**src/hdl/oag_consts.vh**
```
// Constants of the operand address generator
`ifndef OAG_CONSTS_VH
`define OAG_CONSTS_VH
// Register map
`define OAG_ADDR_PAGE_SEL 8'hE1
`define OAG_PAGE_SEL_W 3
`define OAG_PAGE_SEL_RST 3'h0
// Addressing mode codes
`define OAG_M_REG 4'h0
`define OAG_M_IMM 4'h1
`define OAG_M_DP 4'h2
`define OAG_M_ABS 4'h3
`define OAG_M_X 4'h4
`define OAG_M_XINC 4'h5
`define OAG_M_DPX 4'h6
`define OAG_M_DPY 4'h7
`define OAG_M_ABSY 4'h8
`define OAG_M_IND 4'h9
`define OAG_M_INDX 4'hA
`define OAG_M_INDY 4'hB
`define OAG_M_ABSIND 4'hC
// Register operand select
`define OAG_R_ACC 3'h0
`define OAG_R_X 3'h1
`define OAG_R_Y 3'h2
`define OAG_R_C 3'h3
`define OAG_R_PSW 3'h4
`endif

```
**src/hdl/oag_top.v**
```verilog
// Operand address generator of the 8-bit core
// Summary of operation
// RULE1: Register mode returns A, X, Y, carry or status word; no address.
// RULE2: Immediate mode returns the operand byte as the value.
// RULE3: Flag set: page access address is page register high, operand low.
// RULE4: Direct page mode uses the operand byte as offset in the page.
// RULE5: Absolute mode: second byte low, third byte high, full space.
// RULE6: X-indexed mode uses X as the offset in the direct page.
// RULE7: Auto-increment addresses through X then adds one to X.
// RULE8: Operand plus X, wrapped inside the direct page.
// RULE9: Operand plus Y, wrapped inside the direct page.
// RULE10: Absolute operand plus Y reaches the full address space.
// RULE11: Direct page indirect jump reads a byte pair as target.
// RULE12: Operand plus X locates a pointer pair; access its target.
// RULE13: Pointer pair at operand, plus Y, gives the data address.
// RULE14: Absolute indirect jump targets the pointer at the absolute operand.
// RULE15: Flag clear selects page zero whatever the page register holds.
// RULE16: Software sets the flag after writing the page register.
// RULE17: A fetched pointer takes low byte first, high byte next.
//
// Local design decision: the strobed register port.
`include "oag_consts.vh"
module oag_top (
  input wire clk_i,
  input wire rst_n_i,
  // Register port
  input wire [7:0] reg_addr_i,
  input wire [7:0] reg_wdata_i,
  input wire reg_wr_i,
  input wire reg_rd_i,
  output reg [7:0] reg_rdata_o,
  // Sequencer request
  input wire req_i,
  input wire [3:0] mode_i,
  input wire [2:0] reg_sel_i,
  input wire [7:0] op1_i,
  input wire [7:0] op2_i,
  input wire jump_i,
  input wire set_page_flag_instr_i,
  input wire clear_page_flag_instr_i,
  input wire [7:0] acc_i,
  input wire [7:0] x_i,
  input wire [7:0] y_i,
  input wire carry_i,
  input wire [7:0] program_status_word_i,
  // Memory pointer read
  output reg mem_rd_o,
  output reg [15:0] mem_addr_o,
  input wire [7:0] mem_rdata_i,
  // Results
  output reg done_o,
  output reg is_value_o,
  output reg [7:0] value_o,
  output reg [15:0] ea_o,
  output reg jump_o,
  output reg x_wr_o,
  output reg [7:0] x_nxt_o,
  output reg page_flag_o
);
  // ==========================================
  // Reset release
  // ==========================================
  reg [1:0] rst_sync_r;
  wire rst_n;
  always @(posedge clk_i or negedge rst_n_i) begin
    if (!rst_n_i) begin
      rst_sync_r <= 2'b00;
    end else begin
      rst_sync_r <= {rst_sync_r[0], 1'b1};
    end
  end
  assign rst_n = rst_sync_r[1];

  // ==========================================
  // Page register
  // ==========================================
  wire page_wr;
  wire [2:0] page_sel;
  wire [2:0] page_eff;
  wire page_flag;
  assign page_wr = reg_wr_i && (reg_addr_i == `OAG_ADDR_PAGE_SEL);
  oag_page_reg u_page (
    .clk_i(clk_i),
    .rst_n_i(rst_n),
    .wr_i(page_wr),
    .wdata_i(reg_wdata_i[2:0]),
    .set_flag_i(set_page_flag_instr_i),
    .clr_flag_i(clear_page_flag_instr_i),
    .page_sel_o(page_sel),
    .page_eff_o(page_eff),
    .flag_o(page_flag)
  );

  // Upper byte of every direct page address
  wire [7:0] dp_high;
  assign dp_high = page_flag ? {5'b00000, page_eff} : 8'h00; // [RULE3] [RULE15]

  // ==========================================
  // Register read port
  // ==========================================
  always @(posedge clk_i or negedge rst_n) begin
    if (!rst_n) begin
      reg_rdata_o <= 8'h00;
      page_flag_o <= 1'b0;
    end else begin
      page_flag_o <= page_flag;
      if (reg_rd_i && reg_addr_i == `OAG_ADDR_PAGE_SEL) begin
        reg_rdata_o <= {5'b00000, page_sel};
      end else begin
        // Unmapped addresses read zero
        reg_rdata_o <= 8'h00;
      end
    end
  end

  // ==========================================
  // Direct address forming
  // ==========================================
  wire [7:0] dpx_off;
  wire [7:0] dpy_off;
  wire [15:0] abs_addr;
  wire [15:0] absy_addr;
  assign dpx_off = op1_i + x_i; // [RULE8] [RULE12]
  assign dpy_off = op1_i + y_i; // [RULE9]
  assign abs_addr = {op2_i, op1_i}; // [RULE5] [RULE14]
  assign absy_addr = abs_addr + {8'h00, y_i}; // [RULE10]

  // Pointer base for indirect modes
  reg [15:0] ptr_base;
  always @* begin
    case (mode_i)
      `OAG_M_INDX: ptr_base = {dp_high, dpx_off}; // [RULE12]
      `OAG_M_ABSIND: ptr_base = abs_addr; // [RULE14]
      default: ptr_base = {dp_high, op1_i}; // [RULE11] [RULE13]
    endcase
  end

  wire indirect;
  assign indirect = (mode_i == `OAG_M_IND) || (mode_i == `OAG_M_INDX) ||
    (mode_i == `OAG_M_INDY) || (mode_i == `OAG_M_ABSIND);

  // ==========================================
  // Pointer fetch
  // ==========================================
  wire fetch_busy;
  wire fetch_done;
  wire [15:0] fetch_addr;
  wire [15:0] fetch_ptr;
  wire fetch_start;
  reg [3:0] mode_r;
  reg [7:0] y_r;
  reg jump_r;
  // High while the low byte is on the bus; the high byte address follows
  reg fetch_lo_r;
  assign fetch_start = req_i && indirect && !fetch_busy;
  oag_ptr_fetch u_fetch (
    .clk_i(clk_i),
    .rst_n_i(rst_n),
    .start_i(fetch_start),
    .base_i(ptr_base),
    .rdata_i(mem_rdata_i),
    .busy_o(fetch_busy),
    .addr_o(fetch_addr),
    .done_o(fetch_done),
    .ptr_o(fetch_ptr)
  );

  // ==========================================
  // Result registers
  // ==========================================
  reg [7:0] reg_val;
  always @* begin
    case (reg_sel_i)
      `OAG_R_ACC: reg_val = acc_i; // [RULE1]
      `OAG_R_X: reg_val = x_i; // [RULE1]
      `OAG_R_Y: reg_val = y_i; // [RULE1]
      `OAG_R_C: reg_val = {7'h00, carry_i}; // [RULE1]
      `OAG_R_PSW: reg_val = program_status_word_i; // [RULE1]
      default: reg_val = 8'h00;
    endcase
  end

  always @(posedge clk_i or negedge rst_n) begin
    if (!rst_n) begin
      done_o <= 1'b0;
      is_value_o <= 1'b0;
      value_o <= 8'h00;
      ea_o <= 16'h0000;
      jump_o <= 1'b0;
      x_wr_o <= 1'b0;
      x_nxt_o <= 8'h00;
      mem_rd_o <= 1'b0;
      mem_addr_o <= 16'h0000;
      mode_r <= `OAG_M_REG;
      y_r <= 8'h00;
      jump_r <= 1'b0;
      fetch_lo_r <= 1'b0;
    end else begin
      done_o <= 1'b0;
      x_wr_o <= 1'b0;
      // Two reads per pointer, so the memory sees each address for a cycle
      mem_rd_o <= fetch_start || fetch_lo_r; // [RULE17]
      fetch_lo_r <= fetch_start;
      if (fetch_start) begin
        mode_r <= mode_i;
        y_r <= y_i;
        jump_r <= jump_i;
      end
      if (fetch_start) begin
        mem_addr_o <= ptr_base;
      end else if (fetch_lo_r) begin
        // Present the high byte address before the fetcher samples it
        mem_addr_o <= fetch_addr; // [RULE17]
      end
      if (fetch_done) begin
        done_o <= 1'b1;
        is_value_o <= 1'b0;
        jump_o <= jump_r; // [RULE11] [RULE14]
        if (mode_r == `OAG_M_INDY) begin
          ea_o <= fetch_ptr + {8'h00, y_r}; // [RULE13]
        end else begin
          ea_o <= fetch_ptr; // [RULE11] [RULE12]
        end
      end else if (req_i && !indirect && !fetch_busy) begin
        done_o <= 1'b1;
        jump_o <= jump_i;
        is_value_o <= 1'b0;
        case (mode_i)
          `OAG_M_REG: begin
            is_value_o <= 1'b1;
            value_o <= reg_val; // [RULE1]
          end
          `OAG_M_IMM: begin
            is_value_o <= 1'b1;
            value_o <= op1_i; // [RULE2]
          end
          `OAG_M_DP: ea_o <= {dp_high, op1_i}; // [RULE4] [RULE3]
          `OAG_M_ABS: ea_o <= abs_addr; // [RULE5]
          `OAG_M_X: ea_o <= {dp_high, x_i}; // [RULE6]
          `OAG_M_XINC: begin
            ea_o <= {dp_high, x_i}; // [RULE7]
            x_wr_o <= 1'b1;
            x_nxt_o <= x_i + 8'h01; // [RULE7]
          end
          `OAG_M_DPX: ea_o <= {dp_high, dpx_off}; // [RULE8]
          `OAG_M_DPY: ea_o <= {dp_high, dpy_off}; // [RULE9]
          `OAG_M_ABSY: ea_o <= absy_addr; // [RULE10]
          default: ea_o <= 16'h0000;
        endcase
      end
    end
  end
endmodule // oag_top

```
**src/hdl/oag_page_reg.v**
```verilog
// RAM page select register and page flag
`include "oag_consts.vh"
module oag_page_reg (
  input wire clk_i,
  input wire rst_n_i,
  input wire wr_i,
  input wire [2:0] wdata_i,
  input wire set_flag_i,
  input wire clr_flag_i,
  output reg [2:0] page_sel_o,
  output reg [2:0] page_eff_o,
  output reg flag_o
);
  // ==========================================
  // Page state
  // ==========================================
  always @(posedge clk_i or negedge rst_n_i) begin
    if (!rst_n_i) begin
      page_sel_o <= `OAG_PAGE_SEL_RST;
      page_eff_o <= `OAG_PAGE_SEL_RST;
      flag_o <= 1'b0;
    end else begin
      if (wr_i) begin
        page_sel_o <= wdata_i;
      end
      // New page only takes effect at the set-flag instruction [RULE16]
      if (set_flag_i) begin
        flag_o <= 1'b1;
        page_eff_o <= wr_i ? wdata_i : page_sel_o;
      end else if (clr_flag_i) begin
        flag_o <= 1'b0;
      end
    end
  end
endmodule // oag_page_reg

```
**src/hdl/oag_ptr_fetch.v**
```verilog
// Pointer assembly from two byte reads of a direct page or absolute pair
module oag_ptr_fetch (
  input wire clk_i,
  input wire rst_n_i,
  input wire start_i,
  input wire [15:0] base_i,
  input wire [7:0] rdata_i,
  output wire busy_o,
  output wire [15:0] addr_o,
  output reg done_o,
  output reg [15:0] ptr_o
);
  // ==========================================
  // Two-byte sequencer
  // ==========================================
  localparam ST_IDLE = 2'd0;
  localparam ST_LO = 2'd1;
  localparam ST_HI = 2'd2;
  reg [1:0] st_r;
  reg [15:0] base_r;
  reg [7:0] lo_r;
  assign busy_o = (st_r != ST_IDLE);
  // Address of the next byte to read: high byte at the next location,
  // wrapping inside the page
  assign addr_o = (st_r == ST_LO) ?
    {base_r[15:8], base_r[7:0] + 8'h01} : base_r;
  always @(posedge clk_i or negedge rst_n_i) begin
    if (!rst_n_i) begin
      st_r <= ST_IDLE;
      base_r <= 16'h0000;
      lo_r <= 8'h00;
      done_o <= 1'b0;
      ptr_o <= 16'h0000;
    end else begin
      done_o <= 1'b0;
      case (st_r)
        ST_IDLE: begin
          if (start_i) begin
            base_r <= base_i;
            st_r <= ST_LO;
          end
        end
        ST_LO: begin
          lo_r <= rdata_i; // [RULE17]
          st_r <= ST_HI;
        end
        ST_HI: begin
          ptr_o <= {rdata_i, lo_r}; // [RULE17]
          done_o <= 1'b1;
          st_r <= ST_IDLE;
        end
        default: begin
          st_r <= ST_IDLE;
        end
      endcase
    end
  end
endmodule // oag_ptr_fetch

```
**config.mk**
```make
export PLATFORM = sky130hd
export DESIGN_NAME = oag_top
export DESIGN_NICKNAME = d
export VERILOG_FILES = /design/src/hdl/oag_top.v /design/src/hdl/oag_page_reg.v /design/src/hdl/oag_ptr_fetch.v
export VERILOG_INCLUDE_DIRS = /design/src /design/src/hdl
export SDC_FILE = /design/constraint.sdc
export NUM_CORES = 1
export LEC_CHECK = 0
export ABC_AREA = 1
export BUFFER_PORTS_ARGS = -buffer_cell sky130_fd_sc_hd__buf_2
export CAP_MARGIN = 15
export CORE_MARGIN = 2
export CORE_UTILIZATION = 62
export CTS_BUF_LIST = sky130_fd_sc_hd__clkbuf_4 sky130_fd_sc_hd__clkbuf_8
export DETAILED_ROUTE_END_ITERATION = 12
export PLACE_DENSITY = 0.88
export SLEW_MARGIN = 20
export SYNTH_ARGS = -nofsm -noshare
export SYNTH_HDL_FRONTEND = slang
export SYNTH_SLANG_ARGS = --single-unit
```
**constraint.sdc**
```tcl
create_clock -name clk_i -period 9.9 [get_ports clk_i]
set_input_delay 0.99 -clock clk_i [delete_from_list [all_inputs] [get_ports clk_i]]
set_output_delay 0.99 -clock clk_i [all_outputs]
set_load 0.02 [all_outputs]
```
==> results.py, run 1 <==
metrics = {
    "setup_path": {
        "reg2regPathDepth": 7,
        "start_kind": "primary input",
        "rr_startpoint": "u_fetch.done_o",
        "worstSetupPathType": "in -> reg",
        "cp_max_fo": 40,
        "r2r-end": "ea_o[4]",
        "r2r_slack_ns": 7.27,
        "cp-end-kind": "flip-flop",
        "worstPathArrival_ns": 3.23,
        "cp.required_ns": 10.25,
    },
    "synth": {
        "syn_inst": 1036,
        "async_reset_ff_frac": 1.00,
        "yosysTopAreaCellShare": 0.403,
        "synth_edf_count": 0,
        "seq_area_frac_synth": 0.403,
        "ys.flop_type": "dfrtp_1",
        "syn_avg_cell_area_sq_um": 7.36,
        "ys_ff_latch": 123,
        "netlist_area_sq_mm": 0.00763,
        "synth_warnings": 0,
        "yosysTopAreaCell": "dfrtp_1",
        "synth_area_leaders": "dfrtp_1 (40%), nand2_1 (15%), inv_1 (6.3%)",
        "synth_cell_types": 49,
    },
    "sta": {
        "setup_viol": 0,
        "maxSlewViolCount": 0,
        "rsz0062_at_grt": "no",
        "finalHoldViolations": 0,
        "period_share": 0.292,
        "fmax_mhz": 346,
        "worstMarginPinSlew_ns": 0.839,
        "finalCriticalPeriod_ns": 2.89,
        "max-slew-margin-rel": 0.440,
        "clock_skew_ns": 0.0121,
        "fin_tns_setup_ns": 0,
    },
    "clocking": {
        "htreeDepth": 4,
        "cts_root_buf": "clkbuf_8",
        "cts_setup_buffers": 0,
        "hold_buffers": 0,
        "clkTransAtPathRegs_ns": 0.07,
        "cts_tree": "built",
        "cts_made_buffers": 17,
        "ctsResizeCount": 0,
        "clk_path_buf_depth": 2,
        "clk_latency_ns": 0.46,
        "cts_sinks": 123,
    },
    "layout": {
        "nNetsFinal": 1289,
        "final_cell_mix": "nand2_1 (314), buf_2 (139), inv_1 (129)",
        "syn2layout_area_growth_pct": 14.9,
        "final_util": 0.730,
        "num_antenna_cells": 0,
        "final_common_cell": "nand2_1",
        "drive_above_1_share": 0.186,
    },
    "drt": {
        "vias_per_cell": 5.62,
        "wl_mm": 21.0,
        "dr.pass1.iters": 8,
        "detailroute.via_count": 7487,
        "wl_per_cell_um": 15.7,
        "drtIter0Drc": 725,
        "ant_nets": 0,
        "drcViolationCount": 0,
    },
    "placement": {
        "place.gp.congestion": 0.937,
        "io_buffers": 139,
        "dp_hpwl_mm": 15.6,
    },
    "power_and_ir_drop": {
        "powerDensity_mw_per_mm2": 192,
        "p_total_mw": 1.68,
        "ir_worst_vdd_mv": 0.125,
        "p_leak_nw": 4.79,
    },
    "job": {
        "maxCapViolations": 0,
    },
    "floorplanning": {
        "rows": 40,
        "die-area_sq_mm": 0.0132,
        "start_util": 0.635,
        "die_w_um": 115,
        "die_height_um": 115,
        "num_io_pins": 150,
        "core-area_sq_mm": 0.0120,
    },
    "status": {
        "status": "finished, final reports clean",
    },
    "grt": {
        "grt.overflow.total": 0,
        "grt_pass1_vias": 7049,
        "grt_pass1_wl_mm": 34.3,
        "groute.usage.overall": 0.334,
        "antenna_found_initial": 0,
        "grt_max_degree": 65,
    },
    "min_path": {
        "min_path_type": "in -> async",
    },
}
[metal layers]
layer  track usage  part of all wire
met1         0.453              0.42
met2         0.520              0.44
met3        0.0838              0.10
met4         0.129             0.039
met5             0                 0
[Yosys cell counts, types with 4 or more instances]
master	count
a31oi_1	7
a21oi_1	50
nand3_1	62
nand2_1	314
nand2_2	9
o211ai_1	5
or2_2	5
ha_1	25
clkbuf_1	6
buf_2	10
nand3b_1	7
buf_4	7
xor2_1	14
nand4_1	14
a22oi_1	4
nor2_2	4
o22ai_1	17
dfrtp_1	123
inv_2	7
o21ai_0	69
xnor2_1	4
inv_1	129
nor3_1	9
o21ai_1	13
nor2_1	76
nor2_4	4
[worst max-delay path by stage]
stage / from / slack (ns) / to / cells after the start
after floorplan: rst_sync_r[1] / 6.22 / done_o / 0
after global placement: mode_i[1] / 6.59 / mem_addr_o[0] / 11
after detailed placement: mode_i[1] / 6.55 / mem_addr_o[0] / 11
after CTS: mode_i[1] / 7.03 / mem_addr_o[0] / 11
after global routing: mode_i[1] / 6.73 / mem_addr_o[0] / 11
final: mode_i[1] / 7.01 / mem_addr_o[0] / 11
[critical path, stage by stage]
cell      delay, ns
buf_2          0.14
nor2_4         0.14
nand3_2        0.14
o21ai_2        0.14
nand2_2        0.49
inv_4          0.45
nor2_8         0.09
inv_2          0.30
o311ai_1       0.19
o21ai_1        0.10
inv_1          0.05
[stage by stage]
stage,instance area [sq um],hold WS [ns],setup slack (ns),instances
detailed placement,8360,0.344,6.55,1301
global placement,8360,0.333,6.59,1301
floorplan,7640,0.331,6.22,1040
finish,8760,0.311,7.01,1332
global route,8760,0.284,6.73,1332
CTS,8760,0.291,7.03,1332
[layout make-up]
type                            count  area [sq um]
Multi-Input combinational cell    748          3850
Fill cell                         946          3250
Sequential cell                   123          3080
Timing Repair Buffer              141           711
Inverter                          142           541
Clock buffer                       24           312
Tap cell                          147           184
Clock inverter                      7          88.8
[kinds of logic after synthesis]
logic type      count (synthesis)  share of synthesized area
compound gates                181                      0.138
xor+xnor                       18                     0.0207
fa+ha+maj                      28                     0.0489
buf+inv                       169                     0.0943
flops                         123                      0.403
mux                             3                    0.00443
other cells                     2                   0.000984
simple gates                  512                      0.289
[registers in the layout (all words and copies together), names as in the netlist, 2 cells and up]
name,count
value_o,8
mem_addr_o,16
u_page.page_eff_o,3
reg_rdata_o,3
rst_sync_r,2
ea_o,16
u_fetch.ptr_o,16
u_page.page_sel_o,3
u_fetch.st_r,2
u_fetch.base_r,16
y_r,8
mode_r,4
x_nxt_o,8
u_fetch.lo_r,8
[power by group]
| part | internal, mW | leakage (nW) | switching [mW] |
|---|---|---|---|
| Sequential | 0.613 | 1.50 | 0.0822 |
| Combinational | 0.189 | 3.07 | 0.350 |
| Clock | 0.256 | 0.213 | 0.195 |
Note: power is estimated with default switching activity, not from simulation.
==> run 2: changes to the inputs <==
--- a/config.mk
+++ b/config.mk
@@ -10,10 +10,10 @@
 export BUFFER_PORTS_ARGS = -buffer_cell sky130_fd_sc_hd__buf_2
 export CAP_MARGIN = 15
 export CORE_MARGIN = 2
-export CORE_UTILIZATION = 62
+export CORE_UTILIZATION = 52
 export CTS_BUF_LIST = sky130_fd_sc_hd__clkbuf_4 sky130_fd_sc_hd__clkbuf_8
 export DETAILED_ROUTE_END_ITERATION = 12
-export PLACE_DENSITY = 0.88
+export PLACE_DENSITY = 0.79
 export SLEW_MARGIN = 20
 export SYNTH_ARGS = -nofsm -noshare
 export SYNTH_HDL_FRONTEND = slang
==> constraint.sdc (replaced) <==
create_clock -name clk_i -period 2.64 [get_ports clk_i]
set_input_delay 0.264 -clock clk_i [delete_from_list [all_inputs] [get_ports clk_i]]
set_output_delay 0.264 -clock clk_i [all_outputs]
set_load 0.02 [all_outputs]
==> run 2 against run 1 <==
Effect of this change:
- wire length grew 2.5%
- power grew to 3.9 times the previous value
- clock skew rose by 0.00090 ns
- critical endpoint is now ea_o[14]
- via count fell by 2.1%
- worst hold slack worse by 0.29 ns
- flip-flop and latch count unchanged
- sequential power increased to 3.7 times the previous value
- critical path type is now reg -> reg
- non-clock buffer count up 11
- combinational power increased to 3.8 times the previous value
- worst setup slack worse by 6.6 ns
- largest cell class unchanged
==> results.py, run 2 (synthesis results as in run 1) <==
metrics = {
    "status": {
        "status": "finished, final reports clean",
    },
    "sta": {
        "finalHoldViolations": 0,
        "period_share": 0.849,
        "worstMarginPinSlew_ns": 0.658,
        "maxSlewViolCount": 0,
        "fmax_mhz": 446,
        "clock_skew_ns": 0.0130,
        "finalCriticalPeriod_ns": 2.24,
        "max-slew-margin-rel": 0.561,
        "setup_viol": 0,
        "fin_tns_setup_ns": 0,
        "rsz0062_at_grt": "no",
    },
    "clocking": {
        "clk_path_buf_depth": 2,
        "cts_root_buf": "clkbuf_8",
        "cts_sinks": 123,
        "htreeDepth": 4,
        "clk_latency_ns": 0.46,
        "cts_tree": "built",
        "cts_made_buffers": 17,
        "clkTransAtPathRegs_ns": 0.08,
    },
    "grt": {
        "grt_max_degree": 122,
        "grt_pass1_vias": 6843,
        "antenna_found_initial": 0,
        "groute.usage.overall": 0.278,
        "grt_pass1_wl_mm": 34.7,
        "grt.overflow.total": 0,
    },
    "drt": {
        "wl_mm": 21.5,
        "drcViolationCount": 0,
        "ant_nets": 0,
        "vias_per_cell": 5.31,
        "wl_per_cell_um": 15.6,
        "drtIter0Drc": 657,
        "detailroute.via_count": 7330,
        "dr.pass1.iters": 5,
    },
    "setup_path": {
        "worstPathArrival_ns": 2.59,
        "r2r_slack_ns": 0.40,
        "worstSetupPathType": "reg -> reg",
        "cp_max_fo": 4,
        "start_kind": "flip-flop",
        "cp.required_ns": 2.99,
        "cp-end-kind": "flip-flop",
        "crit_path_frequent_cell": "nand2_1",
        "rr_startpoint": "u_fetch.ptr_o[0]",
        "cpMaxStageDelayCell": "fa_1",
        "slowest_delay_ns": 0.41,
        "crit_path_cell_trace": "ha_1, inv_1, fa_1, o21ai_1, nand2_1, nand2_1, nand4_1, nor2_1, nor2_1, nand2_1, nand2_1, nand2_2, nand2_1",
        "cp-startpoint": "u_fetch.ptr_o[0]",
    },
    "min_path": {
        "min_path_type": "in -> reg",
        "hp-start": "jump_i",
    },
    "layout": {
        "layoutNonFillerInstCount": 1381,
        "num_antenna_cells": 0,
        "syn2layout_area_growth_pct": 17.4,
        "final_cell_mix": "nand2_1 (314), buf_2 (139), inv_1 (129)",
        "nNetsFinal": 1300,
        "final_common_cell": "nand2_1",
        "drive_above_1_share": 0.191,
        "design_area_sq_mm": 0.00896,
        "final_util": 0.621,
    },
    "floorplanning": {
        "core-area_sq_mm": 0.0144,
        "die-area_sq_mm": 0.0157,
        "die_w_um": 125,
        "num_io_pins": 150,
        "rows": 44,
        "start_util": 0.529,
        "die_height_um": 125,
    },
    "power_and_ir_drop": {
        "p_leak_nw": 4.86,
        "ir_worst_vdd_mv": 0.402,
        "powerDensity_mw_per_mm2": 729,
        "p_total_mw": 6.53,
    },
    "placement": {
        "dp_hpwl_mm": 16.1,
        "place.gp.congestion": 0.929,
        "place_inst": 1346,
        "place_area_sq_mm": 0.00848,
        "io_buffers": 139,
    },
    "job": {
        "maxCapViolations": 0,
    },
}
run 2: changes by cell type in the layout (fill, tap and decap cells not counted):
| cell | previous run | this run |
|---|---|---|
| buf_4 | 2 | 9 |
| dlygate4sd3_1 | 0 | 3 |
| bufinv_16 | 2 | 4 |
| clkbuf_4 | 3 | 1 |
| buf_12 | 0 | 1 |
| clkbuf_8 | 21 | 20 |
| clkinvlp_4 | 0 | 1 |
| inv_6 | 0 | 1 |
| o21ai_0 | 69 | 68 |
| o21ai_1 | 13 | 14 |
run 2: per-stage QoR:
stage / setup WS [ns] / hold WS (ns)
2_1_floorplan: 0.589 / -0.0316
3_3_place_gp: 0.345 / 0.0491
3_5_place_dp: 0.325 / 0.0531
4_1_cts: 0.276 / 0.00333
5_1_grt: 0.105 / 0.0297
6_report: 0.398 / 0.0217
run 2: cell type report:
type	count	area, sq um
fill	1339	5460
inverter	142	541
clock inverter	11	165
tap	184	230
timing repair buffer	152	813
multi-input combinational	748	3850
sequential	123	3080
clock buffer	21	283
run 2: per-layer routing:
metal | routed length, um | vias up | global-route usage
li1 | - | 3635 | -
met1 | 9730 | 3291 | 0.388
met2 | 9320 | 357 | 0.424
met3 | 1730 | 47 | 0.0612
met4 | 704 | 0 | 0.109
met5 | 0 | - | 0
run 2: critical path: cells and delay by family (launching register included):
family	cells	cell delay, ns
buffers and inverters	1	0.07
AND/OR/NAND/NOR	9	0.77
AO/OA/AOI/OAI	1	0.31
flip-flops	1	0.37
adder cells (fa/ha/maj)	2	0.63
run 2: path summary, 6_finish.rpt:
| kind | end | cells past startpoint |
|---|---|---|
| max in group asynchronous | ea_o[8] | 1 |
| worst min register to register | rst_sync_r[1] | 0 |
| min in group asynchronous | rst_sync_r[0] | 2 |
| worst max register to register | ea_o[14] | 13 |
| worst min-delay path | jump_r | 3 |
| worst max-delay path | ea_o[14] | 13 |
run 2: report_power, final:
part | total [mW] | internal [mW] | switching [mW]
Sequential | 2.59 | 2.30 | 0.290
Combinational | 2.05 | 0.725 | 1.33
Clock | 1.89 | 1.11 | 0.777
run 2: timing repair:
item / 4_1_cts / 5_1_grt
hold endpoints to repair: 4 / 0
endpoints found under the setup margin: 0 / 3
hold buffers: 3 / 0
gates resized for setup: 0 / 1
setup buffers: 0 / 0
